File: src/pd_source_attach_policy_regs.vh
// Constants for the source attach policy block.
// Assumes a 25 MHz core clock; included by the policy design file only.
`ifndef PD_SOURCE_ATTACH_POLICY_REGS_VH
`define PD_SOURCE_ATTACH_POLICY_REGS_VH
// Voltage codes in millivolts (16 bit)
`define VBUS_5V_MV 16'h1388
`define VBUS_MIN_MV 16'h128e
`define VBUS_MAX_MV 16'h157c
// Current codes in milliamps (16 bit)
`define CURR_3A_MA 16'h0bb8
// Type-C advertisement code: 2'h3 means 3 A
`define ADV_3A 2'h3
`define ADV_OFF 2'h0
// Legacy data-line signalling codes
`define LEG_NONE 2'h0
`define LEG_SHORT 2'h1
`define LEG_DIVIDER 2'h2
// Time before resend after reject, in microseconds
`define RESEND_US 32'h10
`define CLK_MHZ 32'h19
// Time to wait for a first request, in microseconds
`define NO_ANSWER_US 32'h1388
`define ADC_BITS 32'ha
`endif

File: src/feedback_servo.v
// Regulator feedback servo: steps a drive code toward the target voltage.
// Assumes sense inputs are already synchronised to core_clk_in.
`timescale 1ns/100ps
`default_nettype none
module feedback_servo #(
  parameter WIDTH = 16
) (
  input wire core_clk_in,
  input wire reset_n_in,
  input wire [WIDTH-1:0] target_mv_in,
  input wire [WIDTH-1:0] sense_mv_in,
  output reg [WIDTH-1:0] drive_out
);
  // Integrating step; slow but never oscillates faster than the loop filter
  always @(posedge core_clk_in) begin
    if (!reset_n_in) begin
      drive_out <= {WIDTH{1'b0}};
    end else if (sense_mv_in < target_mv_in && drive_out != {WIDTH{1'b1}}) begin
      drive_out <= drive_out + {{(WIDTH-1){1'b0}}, 1'b1};
    end else if (sense_mv_in > target_mv_in && drive_out != {WIDTH{1'b0}}) begin
      drive_out <= drive_out - {{(WIDTH-1){1'b0}}, 1'b1};
    end
  end
endmodule
`default_nettype wire

File: src/pd_source_attach_policy.v
// Source attach policy: load switch, initial 5 V, capabilities, contracts,
// feedback drive, current protection and legacy data-line signalling.
// Assumes analog detectors, ADC and PD message layer sit outside this block.
`timescale 1ns/100ps
`default_nettype none
`include "pd_source_attach_policy_regs.vh"
module pd_source_attach_policy #(
  parameter NO_ANSWER_CYCLES = `NO_ANSWER_US * `CLK_MHZ
) (
  input wire core_clk_in,
  input wire reset_n_in,
  input wire attach_in,
  input wire orient_cc2_in,
  input wire cc_ovp_in,
  input wire request_valid_in,
  input wire request_legal_in,
  input wire request_pps_in,
  input wire [15:0] request_mv_in,
  input wire [15:0] request_ma_in,
  input wire status_req_in,
  input wire [15:0] voltage_feedback_sense_in,
  input wire [15:0] current_sense_ma_in,
  input wire [9:0] adc_current_in,
  input wire [9:0] adc_rail_in,
  input wire legacy_divider_cfg_in,
  input wire cable_comp_cfg_in,
  input wire dm_dp_divider_seen_in,
  output reg gate_drive_out,
  output reg discharge_out,
  output reg [1:0] cc_adv_out,
  output reg [15:0] vbus_target_out,
  output reg send_caps_out,
  output reg caps_on_cc2_out,
  output reg send_reject_out,
  output reg send_accept_out,
  output reg send_status_out,
  output reg [9:0] status_current_out,
  output reg [9:0] status_voltage_out,
  output reg [15:0] regulator_feedback_drive_out,
  output reg current_limit_out,
  output reg ocp_fault_out,
  output reg [1:0] legacy_mode_out,
  output reg disabled_out
);
  localparam [2:0] ST_UNATT = 3'h0;
  localparam [2:0] ST_CAPS = 3'h1;
  localparam [2:0] ST_WAIT = 3'h2;
  localparam [2:0] ST_TYPEC = 3'h3;
  localparam [2:0] ST_CONTRACT = 3'h4;
  localparam [2:0] ST_REJECT = 3'h5;
  localparam [2:0] ST_DISABLED = 3'h6;
  localparam [31:0] RESEND_CYCLES = `RESEND_US * `CLK_MHZ;
  localparam [31:0] NO_ANSWER_LIM = NO_ANSWER_CYCLES;

  // Attach, over-voltage and divider-seen inputs pass two flops before use
  reg attach_s1, attach_s2, ovp_s1, ovp_s2, div_s1, div_s2;
  always @(posedge core_clk_in) begin
    if (!reset_n_in) begin
      attach_s1 <= 1'b0;
      attach_s2 <= 1'b0;
      ovp_s1 <= 1'b0;
      ovp_s2 <= 1'b0;
      div_s1 <= 1'b0;
      div_s2 <= 1'b0;
    end else begin
      attach_s1 <= attach_in;
      attach_s2 <= attach_s1;
      ovp_s1 <= cc_ovp_in;
      ovp_s2 <= ovp_s1;
      div_s1 <= dm_dp_divider_seen_in;
      div_s2 <= div_s1;
    end
  end

  reg [2:0] state;
  reg [31:0] timer;
  reg programmable_supply_contract;
  reg [15:0] limit_ma;
  reg [15:0] comp_mv;
  wire [15:0] servo_drive;

  // Cable compensation adds roughly 1 mV per 16 mA of load
  always @* begin
    comp_mv = cable_comp_cfg_in ? {4'h0, current_sense_ma_in[15:4]} : 16'h0000;
  end

  // Policy state machine
  always @(posedge core_clk_in) begin
    if (!reset_n_in) begin
      state <= ST_UNATT;
      timer <= 32'h0;
      programmable_supply_contract <= 1'b0;
      limit_ma <= `CURR_3A_MA;
      gate_drive_out <= 1'b0;
      discharge_out <= 1'b1;
      cc_adv_out <= `ADV_3A;
      vbus_target_out <= `VBUS_5V_MV;
      send_caps_out <= 1'b0;
      caps_on_cc2_out <= 1'b0;
      send_reject_out <= 1'b0;
      send_accept_out <= 1'b0;
      disabled_out <= 1'b0;
    end else begin
      send_caps_out <= 1'b0;
      send_reject_out <= 1'b0;
      send_accept_out <= 1'b0;
      timer <= timer + 32'h1;
      if (ovp_s2) begin
        state <= ST_DISABLED;
        gate_drive_out <= 1'b0;
        discharge_out <= 1'b1;
        cc_adv_out <= `ADV_OFF;
        disabled_out <= 1'b1;
        // Drop the contract so a later attach starts from plain 5 V
        vbus_target_out <= `VBUS_5V_MV;
        programmable_supply_contract <= 1'b0;
        limit_ma <= `CURR_3A_MA;
      end else if (!attach_s2 && state != ST_UNATT && state != ST_DISABLED) begin
        state <= ST_UNATT;
        gate_drive_out <= 1'b0;
        discharge_out <= 1'b1;
        vbus_target_out <= `VBUS_5V_MV;
        programmable_supply_contract <= 1'b0;
        limit_ma <= `CURR_3A_MA;
      end else begin
        case (state)
          ST_UNATT: begin
            cc_adv_out <= `ADV_3A;
            if (attach_s2) begin
              gate_drive_out <= 1'b1;
              discharge_out <= 1'b0;
              vbus_target_out <= `VBUS_5V_MV;
              state <= ST_CAPS;
              timer <= 32'h0;
            end
          end
          ST_CAPS: begin
            send_caps_out <= 1'b1;
            caps_on_cc2_out <= orient_cc2_in;
            state <= ST_WAIT;
          end
          ST_WAIT: begin
            if (request_valid_in && request_legal_in) begin
              send_accept_out <= 1'b1;
              vbus_target_out <= request_mv_in;
              limit_ma <= request_ma_in;
              programmable_supply_contract <= request_pps_in;
              state <= ST_CONTRACT;
            end else if (request_valid_in) begin
              send_reject_out <= 1'b1;
              timer <= 32'h0;
              state <= ST_REJECT;
            end else if (timer >= NO_ANSWER_LIM) begin
              state <= ST_TYPEC;
            end
          end
          ST_REJECT: begin
            if (timer >= RESEND_CYCLES) begin
              state <= ST_CAPS;
              timer <= 32'h0;
            end
          end
          ST_TYPEC: begin
            // Legacy sinks: 5 V, 3 A limit kept
            vbus_target_out <= `VBUS_5V_MV;
          end
          ST_CONTRACT: begin
            if (request_valid_in && request_legal_in) begin
              send_accept_out <= 1'b1;
              vbus_target_out <= request_mv_in;
              limit_ma <= request_ma_in;
              programmable_supply_contract <= request_pps_in;
            end else if (request_valid_in) begin
              send_reject_out <= 1'b1;
              timer <= 32'h0;
              state <= ST_REJECT;
            end
          end
          ST_DISABLED: begin
            // Stays off until the detector clears and the sink leaves
            if (!attach_s2) begin
              state <= ST_UNATT;
              disabled_out <= 1'b0;
              cc_adv_out <= `ADV_3A;
            end
          end
          default: state <= ST_UNATT;
        endcase
      end
    end
  end

  feedback_servo #(.WIDTH(16)) feedback_servo_inst (
    .core_clk_in(core_clk_in),
    .reset_n_in(reset_n_in),
    .target_mv_in(vbus_target_out + comp_mv),
    .sense_mv_in(voltage_feedback_sense_in),
    .drive_out(servo_drive)
  );

  // Current protection, limiting and status reports
  always @(posedge core_clk_in) begin
    if (!reset_n_in) begin
      regulator_feedback_drive_out <= 16'h0000;
      current_limit_out <= 1'b0;
      ocp_fault_out <= 1'b0;
      send_status_out <= 1'b0;
      status_current_out <= 10'h000;
      status_voltage_out <= 10'h000;
      legacy_mode_out <= `LEG_NONE;
    end else begin
      regulator_feedback_drive_out <= servo_drive;
      current_limit_out <= programmable_supply_contract && (current_sense_ma_in > limit_ma);
      if (!gate_drive_out) begin
        ocp_fault_out <= 1'b0;
      end else if (!programmable_supply_contract && current_sense_ma_in > limit_ma) begin
        ocp_fault_out <= 1'b1;
      end
      send_status_out <= 1'b0;
      if (status_req_in && programmable_supply_contract && state == ST_CONTRACT) begin
        status_current_out <= adc_current_in;
        status_voltage_out <= adc_rail_in;
        send_status_out <= 1'b1;
      end
      if (!legacy_divider_cfg_in) begin
        legacy_mode_out <= `LEG_NONE;
      end else if (div_s2) begin
        legacy_mode_out <= `LEG_DIVIDER;
      end else begin
        legacy_mode_out <= `LEG_SHORT;
      end
    end
  end
endmodule
`default_nettype wire

File: config.mk
export PLATFORM = sky130hd
export DESIGN_NAME = pd_source_attach_policy
export DESIGN_NICKNAME = d
export VERILOG_FILES = /design/src/feedback_servo.v /design/src/pd_source_attach_policy.v
export VERILOG_INCLUDE_DIRS = /design/src /design/src/src
export SDC_FILE = /design/constraint.sdc
export NUM_CORES = 1
export LEC_CHECK = 0
export BUFFER_PORTS_ARGS = -buffer_cell sky130_fd_sc_hd__clkbuf_2
export CORE_AREA = 4 4 127 129
export DETAILED_ROUTE_END_ITERATION = 6
export DIE_AREA = 0 0 131 133
export GPL_ROUTABILITY_DRIVEN = 0
export PLACE_DENSITY = 0.76
export RECOVER_POWER = 50
export SLEW_MARGIN = 10
export SYNTH_ARGS = -nofsm -noshare
export SYNTH_HDL_FRONTEND = slang
export SYNTH_SLANG_ARGS = --single-unit
File: constraint.sdc
create_clock -name core_clk_in -period 6.6 [get_ports core_clk_in]
set_input_delay 0.99 -clock core_clk_in [delete_from_list [all_inputs] [get_ports core_clk_in]]
set_output_delay 0.99 -clock core_clk_in [all_outputs]
set_load 0.01 [all_outputs]
==> impl_metrics.env, run 1 <==
export IMPL_crit_top_cell="ha_1"
export IMPL_power_density_nw_per_um2=294
export IMPL_finalHoldViolCount=0
export IMPL_drive_above_1_share=0.144
export IMPL_synthesis_nets=1050
export IMPL_clk_path_buf_depth=2
export IMPL_end_kind="flop"
export IMPL_critPathTopFamily="compound AO/OA/AOI/OAI gates"
export IMPL_syn_inst=891
export IMPL_synth_compound_area_frac=0.154
export IMPL_dpl_cell_count=1222
export IMPL_swShare=0.313
export IMPL_drt_iter0_markers=390
export IMPL_drc=0
export IMPL_tns_ns=0
export IMPL_core_um2=15000
export IMPL_crit_slowest_cell="or4b_2"
export IMPL_cts_sinks=139
export IMPL_setup_viol=0
export IMPL_cp_arrival_ns=6.50
export IMPL_intPower_mw=1.80
export IMPL_drv_cap=0
export IMPL_leakage_nw=3.66
export IMPL_num_io_pins=162
export IMPL_initial_core_util=0.491
export IMPL_cp_start_kind="primary input"
export IMPL_postCtsHoldBufs=0
export IMPL_final_nets=1212
export IMPL_yosysMostFrequentCell="dfxtp_1"
export IMPL_avgRoutedWirePerCell_um=14.5
export IMPL_max_freq_ghz=0.161
export IMPL_drt_wl_total_mm=18.2
export IMPL_synth_commonest_cells="139 x dfxtp_1, 113 x nand2_1, 103 x nor2_1"
export IMPL_clk_pin_slew_ns=0.06
export IMPL_synth_edf_count=0
export IMPL_vias_per_cell=5.39
export IMPL_slowest_delay_ns=0.60
export IMPL_outcome="finished clean"
export IMPL_num_antenna_cells=0
export IMPL_numPortBuffers=161
export IMPL_pwr_share_comb=0.271
export IMPL_first_pass_iters=5
export IMPL_clock_latency_ns=0.42
export IMPL_async_reset_ff_frac=0
export IMPL_cp_max_fo=5
export IMPL_die_x_um=131
export IMPL_cp_endpoint="feedback_servo_inst.drive_out[15]$_SDFFE_PN0P_"
export IMPL_synth_fa_ha_area_frac=0.109
export IMPL_grt_first_pass_wirelength_mm=30.0
export IMPL_htree_num_levels=4
export IMPL_synth_seq_cells=139
export IMPL_root_buffer="clkbuf_16"
export IMPL_post_route_util=0.593
export IMPL_ys_seq_area_frac=0.377
export IMPL_fillers=1410
export IMPL_worst_slew_pin_slew_ns=1.35
export IMPL_power_share_clock=0.352
export IMPL_cts_repair_resized=0
export IMPL_min_period_ns=6.21
export IMPL_hold_class="flop to flop"
export IMPL_postLayoutCellArea_um2=8910
export IMPL_grt_max_degree=35
export IMPL_cp_required_ns=6.89
export IMPL_p_switching_mw=0.820
export IMPL_reg2reg_slack_ns=0.84
export IMPL_synth_xor_area_frac=0.0617
export IMPL_max_slew_margin_rel=0.0983
export IMPL_muxShareOfSynthArea=0.0176
export IMPL_finalCritPeriodShare=0.941
export IMPL_synth_area_leaders="dfxtp_1 38%, ha_1 10%, nand2_1 5.7%, nor2_1 5.2%, a21oi_1 4.3%"
export IMPL_synth_warnings=0
export IMPL_antenna_found_initial=1
export IMPL_ys_types=61
export IMPL_synth_top_family_by_area="simple AND/OR/NAND/NOR gates"
export IMPL_first_global_vias=6367
export IMPL_synth_top_area_frac=0.377
export IMPL_instances_no_fill=1254
export IMPL_cts_buffers=17
export IMPL_cts_setup_buffers=0
export IMPL_antenna_left=0
export IMPL_grt_ovfl_total=0
export IMPL_cts_tree="done"
export IMPL_rr_startpoint="vbus_target_out[0]$_SDFFE_PP0P_"
export IMPL_ir_drop_mv=0.165
export IMPL_maxSlewViolCount=0
export IMPL_yosysTopAreaCell="dfxtp_1"
export IMPL_syn_area_um2=7390
export IMPL_crit_buf_inv=2
export IMPL_worst_r2r_cell_count=23
export IMPL_dieHeight_um=133
export IMPL_pwr_share_seq=0.377
export IMPL_critPathKind="primary input to flop"
export IMPL_grt_use_total=0.212
export IMPL_placed_area_um2=8410
export IMPL_area_growth_pct=20.6
export IMPL_worst_clock_skew_ns=0.00771
export IMPL_rows=45
export IMPL_die_area_um2=17400
export IMPL_synth_flop_cell="dfxtp_1"
export IMPL_syn_mean_instance_area_um2=8.29
export IMPL_cp_depth=25
export IMPL_r2r_end="feedback_servo_inst.drive_out[15]$_SDFFE_PN0P_"
export IMPL_synth_simple_area_share=0.242
export IMPL_startpoint="current_sense_ma_in[4]"
export IMPL_post_dp_hpwl_mm=13.5
export IMPL_vias=6756
[power groups by stage]
stage | combinational (mW) | clock [mW] | sequential, mW
2_1_floorplan | 0.507 | 0 | 0.987
3_3_place_gp | 0.684 | 0 | 1.00
3_5_place_dp | 0.693 | 0 | 1.00
4_1_cts | 0.709 | 0.944 | 0.986
5_1_grt | 0.802 | 0.984 | 0.998
6_report | 0.710 | 0.924 | 0.987
[worst reg2reg max path, delay by kind of cell, from the launching register on]
| family | cells | cell delay [ns] |
|---|---|---|
| xor+xnor | 1 | 0.20 |
| fa+ha+maj | 4 | 1.22 |
| simple gates | 7 | 1.61 |
| compound gates | 9 | 1.89 |
| mux | 1 | 0.22 |
| buf+inv | 1 | 0.15 |
| flops | 1 | 0.34 |
[flip-flops by register name, summed over array words and instances (netlist names), 2 cells and up]
name / count
status_current_out: 10
timer: 32
regulator_feedback_drive_out: 16
state: 3
legacy_mode_out: 2
feedback_servo_inst.drive_out: 16
limit_ma: 16
status_voltage_out: 10
vbus_target_out: 16
[through the flow]
| step | worst slack (ns) | total power, mW | hold slack [ns] |
|---|---|---|---|
| 2_1_floorplan | 0.0982 | 1.49 | 0.382 |
| 3_3_place_gp | 0.150 | 1.69 | 0.387 |
| 3_5_place_dp | 0.0698 | 1.70 | 0.396 |
| 4_1_cts | 0.406 | 2.64 | 0.406 |
| 5_1_grt | -0.00931 | 2.78 | 0.438 |
| 6_report | 0.388 | 2.62 | 0.403 |
[how the worst min path moves through the flow]
stage                      startpoint                            end  slack, ns  cells past startpoint
floorplan           div_s2$_SDFF_PN0_  legacy_mode_out[0]$_SDFF_PN0_       0.38                      1
global placement    div_s2$_SDFF_PN0_  legacy_mode_out[0]$_SDFF_PN0_       0.39                      1
detailed placement  div_s2$_SDFF_PN0_  legacy_mode_out[0]$_SDFF_PN0_       0.40                      1
CTS                 div_s2$_SDFF_PN0_  legacy_mode_out[0]$_SDFF_PN0_       0.41                      1
global route        div_s2$_SDFF_PN0_  legacy_mode_out[0]$_SDFF_PN0_       0.44                      1
finish              div_s2$_SDFF_PN0_  legacy_mode_out[0]$_SDFF_PN0_       0.40                      1
[kinds of logic (layout without fill, tap and decap cells)]
| logic type | Yosys count | in the layout |
|---|---|---|
| simple gates | 373 | 373 |
| compound gates | 180 | 180 |
| flops | 139 | 139 |
| buf+inv | 71 | 246 |
| fa+ha+maj | 63 | 63 |
| xor+xnor | 52 | 52 |
| mux | 13 | 13 |
[routing by layer]
layer,GRT usage,wire (um),vias to the layer above
met5,0,8,-
met4,0.0589,279,2
li1,-,-,3444
met3,0.0597,1210,25
met1,0.275,8240,3105
met2,0.342,8440,180
[cell usage in the layout (no fill, tap or decap), drive strengths merged, types with 7 or more instances in the layout]
cell type / synthesis / routed
o21a: 8 / 8
clkinv: 1 / 11
nor3: 32 / 32
and2: 33 / 33
nand2: 113 / 113
nor2: 104 / 104
inv: 37 / 37
nor4: 11 / 11
ha: 61 / 61
a21o: 11 / 11
o21ai: 31 / 31
o211ai: 12 / 12
dfxtp: 139 / 139
buf: 4 / 14
xor2: 21 / 21
nand3: 19 / 19
clkbuf: 29 / 181
nor2b: 7 / 7
xnor2: 31 / 31
a22oi: 10 / 10
mux2i: 13 / 13
a21oi: 64 / 64
nand4: 19 / 19
nand2b: 8 / 8
[layout make-up]
cell class	instances	area, um^2	share of cell area
Tap cell	188	235	0.0264
Clock buffer	19	453	0.0508
Multi-Input combinational cell	681	4340	0.487
Inverter	38	143	0.0160
Clock inverter	13	125	0.0140
Timing Repair Buffer	176	831	0.0933
Sequential cell	139	2780	0.312
(Power assumes the default switching activity.)
==> run 2: changes to the inputs <==
--- a/config.mk
+++ b/config.mk
@@ -7,11 +7,10 @@
 export NUM_CORES = 1
 export LEC_CHECK = 0
 export BUFFER_PORTS_ARGS = -buffer_cell sky130_fd_sc_hd__clkbuf_2
-export CORE_AREA = 4 4 127 129
+export CORE_AREA = 4 4 141 143
 export DETAILED_ROUTE_END_ITERATION = 6
-export DIE_AREA = 0 0 131 133
+export DIE_AREA = 0 0 145 147
 export GPL_ROUTABILITY_DRIVEN = 0
-export PLACE_DENSITY = 0.76
 export RECOVER_POWER = 50
 export SLEW_MARGIN = 10
 export SYNTH_ARGS = -nofsm -noshare
==> run 2 against run 1 <==
Compared with the run above:
- cell area rose by 1.6%
- sequential cell count did not move
- via count fell by 0.52%
- core utilization fell by 11 points
- sequential share of layout area fell by 0.49 points
- clock power rose by 5.6%
- power rose by 2.2%
- wire length rose by 5.9%
- critical path depth rose by 1
- critical endpoint unchanged
- die area rose by 22%
- critical path type unchanged
- final cell count rose by 4.4%
==> impl_metrics.env, run 2 (synthesis gave the netlist of run 1 again) <==
export IMPL_dieHeight_um=147
export IMPL_regMostFlops="timer"
export IMPL_setup_viol=0
export IMPL_initial_core_util=0.398
export IMPL_drt_wl_total_mm=19.3
export IMPL_post_dp_hpwl_mm=14.5
export IMPL_first_pass_iters=5
export IMPL_cp_arrival_ns=6.46
export IMPL_postCtsHoldBufs=0
export IMPL_numPortBuffers=161
export IMPL_cts_repair_resized=0
export IMPL_cts_tree="done"
export IMPL_hold_class="flop to flop"
export IMPL_post_route_util=0.487
export IMPL_cts_buffers=17
export IMPL_htree_num_levels=4
export IMPL_rsz0062_at_grt="no"
export IMPL_drv_cap=0
export IMPL_antenna_left=0
export IMPL_cts_setup_buffers=0
export IMPL_cp_required_ns=6.89
export IMPL_finalCritPeriodShare=0.935
export IMPL_root_buffer="clkbuf_16"
export IMPL_cp_start_kind="primary input"
export IMPL_worst_slew_pin_slew_ns=1.25
export IMPL_worst_clock_skew_ns=0.00935
export IMPL_final_common_cell="dfxtp_1"
export IMPL_grt_max_degree=43
export IMPL_clk_path_buf_depth=2
export IMPL_num_io_pins=162
export IMPL_max_slew_margin_rel=0.167
export IMPL_slowest_delay_ns=0.58
export IMPL_vias_per_cell=5.13
export IMPL_drive_above_1_share=0.150
export IMPL_p_switching_mw=0.838
export IMPL_swShare=0.313
export IMPL_num_antenna_cells=0
export IMPL_instances_no_fill=1309
export IMPL_avgRoutedWirePerCell_um=14.7
export IMPL_largest_reg_flops=32
export IMPL_area_growth_pct=22.5
export IMPL_cp_max_fo=5
export IMPL_crit_top_cell="ha_1"
export IMPL_crit_slowest_cell="or4b_2"
export IMPL_vias=6721
export IMPL_max_freq_ghz=0.162
export IMPL_drt_iter0_markers=318
export IMPL_die_area_um2=21300
export IMPL_postLayoutCellArea_um2=9050
export IMPL_min_period_ns=6.17
export IMPL_final_cell_mix="139 x dfxtp_1, 113 x nand2_1, 102 x nor2_1, 96 x clkbuf_2, 69 x clkbuf_1"
export IMPL_leakage_nw=3.71
export IMPL_drc=0
export IMPL_end_kind="flop"
export IMPL_power_share_clock=0.364
export IMPL_grt_ovfl_total=0
export IMPL_placed_area_um2=8540
export IMPL_core_um2=18600
export IMPL_clock_latency_ns=0.42
export IMPL_maxSlewViolCount=0
export IMPL_first_global_vias=6489
export IMPL_grt_use_total=0.182
export IMPL_cts_sinks=139
export IMPL_pwr_share_seq=0.368
export IMPL_clk_pin_slew_ns=0.06
export IMPL_power_density_nw_per_um2=296
export IMPL_final_nets=1221
export IMPL_finalHoldViolCount=0
export IMPL_pwr_share_comb=0.268
export IMPL_ir_drop_mv=0.166
export IMPL_dpl_cell_count=1277
export IMPL_die_x_um=145
export IMPL_intPower_mw=1.84
export IMPL_tns_ns=0
export IMPL_grt_first_pass_wirelength_mm=31.9
export IMPL_rows=50
export IMPL_antenna_found_initial=0
export IMPL_outcome="finished clean"
export IMPL_critPathKind="primary input to flop"
run 2: cell types whose count changed in the layout (fill, tap and decap cells not counted), sizes merged:
cell | previous run | this run
buf | 14 | 23
clkinv | 11 | 4
bufinv | 2 | 3
inv | 37 | 42
clkbuf | 181 | 182
run 2: layout make-up:
type,count,area (um^2)
Timing Repair Buffer,185,901
Sequential cell,139,2780
Tap cell,234,293
Clock inverter,12,160
Fill cell,1901,9530
Inverter,38,143
Multi-Input combinational cell,681,4330
Clock buffer,20,437
run 2: critical path, delay by kind of cell:
| family | cells | cell delay (ns) |
|---|---|---|
| AO/OA/AOI/OAI | 10 | 1.96 |
| buffers and inverters | 3 | 0.40 |
| multiplexers | 1 | 0.26 |
| AND/OR/NAND/NOR | 7 | 1.63 |
| adder cells (fa/ha/maj) | 4 | 1.07 |
| XOR/XNOR | 1 | 0.16 |
run 2: path summary, 6_finish.rpt:
kind / start / to / slack [ns] / cells after the start
max: current_sense_ma_in[4] / feedback_servo_inst.drive_out[15]$_SDFFE_PN0P_ / 0.43 / 26
min: div_s2$_SDFF_PN0_ / legacy_mode_out[0]$_SDFF_PN0_ / 0.42 / 1
max reg2reg: vbus_target_out[0]$_SDFFE_PP0P_ / feedback_servo_inst.drive_out[15]$_SDFFE_PN0P_ / 0.88 / 24
min reg2reg: div_s2$_SDFF_PN0_ / legacy_mode_out[0]$_SDFF_PN0_ / 0.42 / 1
run 2: power groups by stage:
stage | Sequential (mW) | Clock [mW] | Combinational, mW
after floorplan | 0.987 | 0 | 0.507
after global placement | 1.00 | 0 | 0.713
after detailed placement | 1.01 | 0 | 0.721
after CTS | 0.986 | 1.00 | 0.726
after global routing | 0.998 | 1.04 | 0.809
final | 0.986 | 0.976 | 0.718
run 2: stage by stage:
step,hold WS [ns],power (mW),setup WS (ns)
floorplan,0.382,1.49,0.0982
global placement,0.408,1.72,0.156
detailed placement,0.398,1.73,0.0664
CTS,0.420,2.72,0.504
global route,0.436,2.85,0.0117
finish,0.420,2.68,0.432
run 2: layer usage:
metal,vias up,part of all wire,GRT usage
li1,3474,-,-
met5,-,0,0
met4,0,0.0085,0.0456
met2,169,0.47,0.304
met1,3067,0.47,0.235
met3,11,0.052,0.0481
==> run 3: changes to the inputs <==
--- a/config.mk
+++ b/config.mk
@@ -7,12 +7,13 @@
 export NUM_CORES = 1
 export LEC_CHECK = 0
 export BUFFER_PORTS_ARGS = -buffer_cell sky130_fd_sc_hd__clkbuf_2
-export CORE_AREA = 4 4 141 143
+export CORE_AREA = 4 4 146 148
 export DETAILED_ROUTE_END_ITERATION = 6
-export DIE_AREA = 0 0 145 147
+export DIE_AREA = 0 0 150 152
 export GPL_ROUTABILITY_DRIVEN = 0
 export RECOVER_POWER = 50
 export SLEW_MARGIN = 10
 export SYNTH_ARGS = -nofsm -noshare
 export SYNTH_HDL_FRONTEND = slang
+export SYNTH_HIERARCHICAL = 1
 export SYNTH_SLANG_ARGS = --single-unit
==> run 3 against run 2 <==
Compared with the run above:
- wire length up 5.7%
- via count up 3.3%
- the run now ends with max-capacitance violations, max-slew violations left
- clock skew up 0.0022 ns
- fmax up 1.0%
- first-iteration DRC count up 19%
- final cell count up 4.3%
- synthesized area up 6.5%
- sequential power about the same
- core utilization down 1.7 points
==> impl_metrics.env, run 3 <==
export IMPL_final_common_cell="dfxtp_1"
export IMPL_synth_edf_count=0
export IMPL_cp_arrival_ns=6.45
export IMPL_synthesis_nets=1095
export IMPL_drc=0
export IMPL_cp_max_fo=25
export IMPL_num_antenna_cells=0
export IMPL_area_growth_pct=19.8
export IMPL_num_io_pins=162
export IMPL_grt_use_total=0.177
export IMPL_maxSlewViolCount=64
export IMPL_avgRoutedWirePerCell_um=14.9
export IMPL_cp_required_ns=6.94
export IMPL_synth_seq_cells=139
export IMPL_dr_wl_met2_mm=9.88
export IMPL_vias=6942
export IMPL_yosysMostFrequentCell="dfxtp_1"
export IMPL_postLayoutCellArea_um2=9430
export IMPL_yosysTopAreaCell="dfxtp_1"
export IMPL_rsz0062_at_grt="no"
export IMPL_dieHeight_um=152
export IMPL_critPathKind="primary input to flop"
export IMPL_largest_reg_flops=32
export IMPL_rows=52
export IMPL_synth_warnings=6
export IMPL_initial_core_util=0.393
export IMPL_drt_iter0_markers=377
export IMPL_finalCritPeriodShare=0.925
export IMPL_syn_inst=936
export IMPL_instances_no_fill=1365
export IMPL_ys_seq_area_frac=0.354
export IMPL_finalHoldViolCount=0
export IMPL_syn_mean_instance_area_um2=8.41
export IMPL_drive_above_1_share=0.154
export IMPL_synth_top_area_frac=0.354
export IMPL_dr_max_layer_used="met4"
export IMPL_die_x_um=150
export IMPL_drt_wl_total_mm=20.4
export IMPL_final_nets=1241
export IMPL_grt_max_degree=64
export IMPL_clk_path_buf_depth=2
export IMPL_met3_length_um=756
export IMPL_tns_ns=0
export IMPL_synth_area_leaders="dfxtp_1 35%, ha_1 9.7%, nand2_1 5.8%, nor2_1 3.6%, a21oi_1 3.2%"
export IMPL_dpl_cell_count=1333
export IMPL_violations="max-capacitance violations, max-slew violations"
export IMPL_cts_sinks=139
export IMPL_synth_commonest_cells="139 x dfxtp_1, 121 x nand2_1, 75 x nor2_1"
export IMPL_vias_per_cell=5.09
export IMPL_htree_num_levels=4
export IMPL_clock_latency_ns=0.42
export IMPL_max_slew_margin_rel=-0.567
export IMPL_synth_flop_cell="dfxtp_1"
export IMPL_numPortBuffers=161
export IMPL_placed_area_um2=8880
export IMPL_worst_slew_pin_slew_ns=2.35
export IMPL_min_period_ns=6.11
export IMPL_pre_cts_slack_ns=0.0846
export IMPL_syn_area_um2=7870
export IMPL_hold_class="flop to flop"
export IMPL_holdWs_ns=0.409
export IMPL_setup_ws_ns=0.495
export IMPL_ys_types=79
export IMPL_first_pass_iters=5
export IMPL_cts_setup_buffers=0
export IMPL_grt_ovfl_total=0
export IMPL_first_global_vias=6447
export IMPL_cts_buffers=17
export IMPL_leakage_nw=3.89
export IMPL_setup_viol=0
export IMPL_antenna_left=0
export IMPL_final_cell_mix="139 x dfxtp_1, 121 x nand2_1, 97 x clkbuf_2, 75 x nor2_1, 65 x clkbuf_1"
export IMPL_drv_cap=1
export IMPL_cp_start_kind="primary input"
export IMPL_ir_drop_mv=0.173
export IMPL_clk_pin_slew_ns=0.06
export IMPL_async_reset_ff_frac=0
export IMPL_postCtsHoldBufs=0
export IMPL_core_um2=20000
export IMPL_regMostFlops="timer"
export IMPL_grt_first_pass_wirelength_mm=32.9
export IMPL_post_route_util=0.470
export IMPL_met1Wirelength_mm=9.40
export IMPL_cts_tree="done"
export IMPL_cts_repair_resized=0
export IMPL_reg2reg_slack_ns=0.98
export IMPL_power_mw=2.80
export IMPL_antenna_found_initial=0
export IMPL_end_kind="flop"
export IMPL_post_dp_hpwl_mm=15.3
export IMPL_root_buffer="clkbuf_16"
export IMPL_outcome="complete, but fails checks"
export IMPL_worst_clock_skew_ns=0.0115
export IMPL_die_area_um2=22800
export IMPL_max_freq_ghz=0.164
export IMPL_power_density_nw_per_um2=297
-- run 3: cell count changes after synthesis, moves of 10 or more --
cell / delta
a21boi_0: +20
nor2_1: -28
inv_1: +13
o21ai_1: +10
nand3_1: +20
a21oi_1: -14
-- run 3: layout make-up --
class / count / area, um^2
clock buffer: 18 / 439
inverter: 51 / 194
fill: 2035 / 10600
multi-input combinational: 705 / 4710
tap: 270 / 338
clock inverter: 14 / 191
sequential: 139 / 2780
timing repair buffer: 168 / 774
-- run 3: power breakdown --
group / leakage [nW] / internal [mW] / switching [mW] / total, mW
clock network: 0.311 / 0.644 / 0.377 / 1.02
logic: 2.45 / 0.335 / 0.439 / 0.775
registers: 1.13 / 0.913 / 0.0889 / 1.00
-- run 3: cells by family after synthesis --
logic type | synth area share
flip-flops | 0.354
multiplexers | 0.00890
AND/OR/NAND/NOR | 0.249
XOR/XNOR | 0.0545
buffers and inverters | 0.0496
adder cells (fa/ha/maj) | 0.102
AO/OA/AOI/OAI | 0.183
-- run 3: layer usage --
metal / GRT usage / vias up
li1: - / 3580
met1: 0.233 / 3208
met2: 0.297 / 134
met3: 0.0277 / 20
met4: 0.0536 / 0
met5: 0 / -
-- run 3: worst paths after layout --
kind	start	end	depth (start not counted)
max	cable_comp_cfg_in	feedback_servo_inst/drive_out[15]$_SDFFE_PN0P_	22
min	div_s2$_SDFF_PN0_	legacy_mode_out[0]$_SDFF_PN0_	1
max reg2reg	vbus_target_out[1]$_SDFFE_PP0P_	feedback_servo_inst/drive_out[15]$_SDFFE_PN0P_	19
min reg2reg	div_s2$_SDFF_PN0_	legacy_mode_out[0]$_SDFF_PN0_	1
-- run 3: worst max-delay path: stages --
cell and delay (ns):
clkbuf_2 0.15, nand2_1 0.13, inv_1 0.05, ha_1 0.28, a211oi_1 0.27, o21bai_1 0.16
a2111oi_4 0.40, nor3_2 0.14, o311ai_2 0.30, xnor2_1 0.15, inv_1 0.06, ha_1 0.36
and4_1 0.25, a221oi_4 0.42, nand4_4 0.42, ha_1 0.51, o21ai_1 0.16, nor4_2 0.38
nor3b_2 0.12, o31ai_2 0.28, mux2i_1 0.25, mux2i_1 0.19
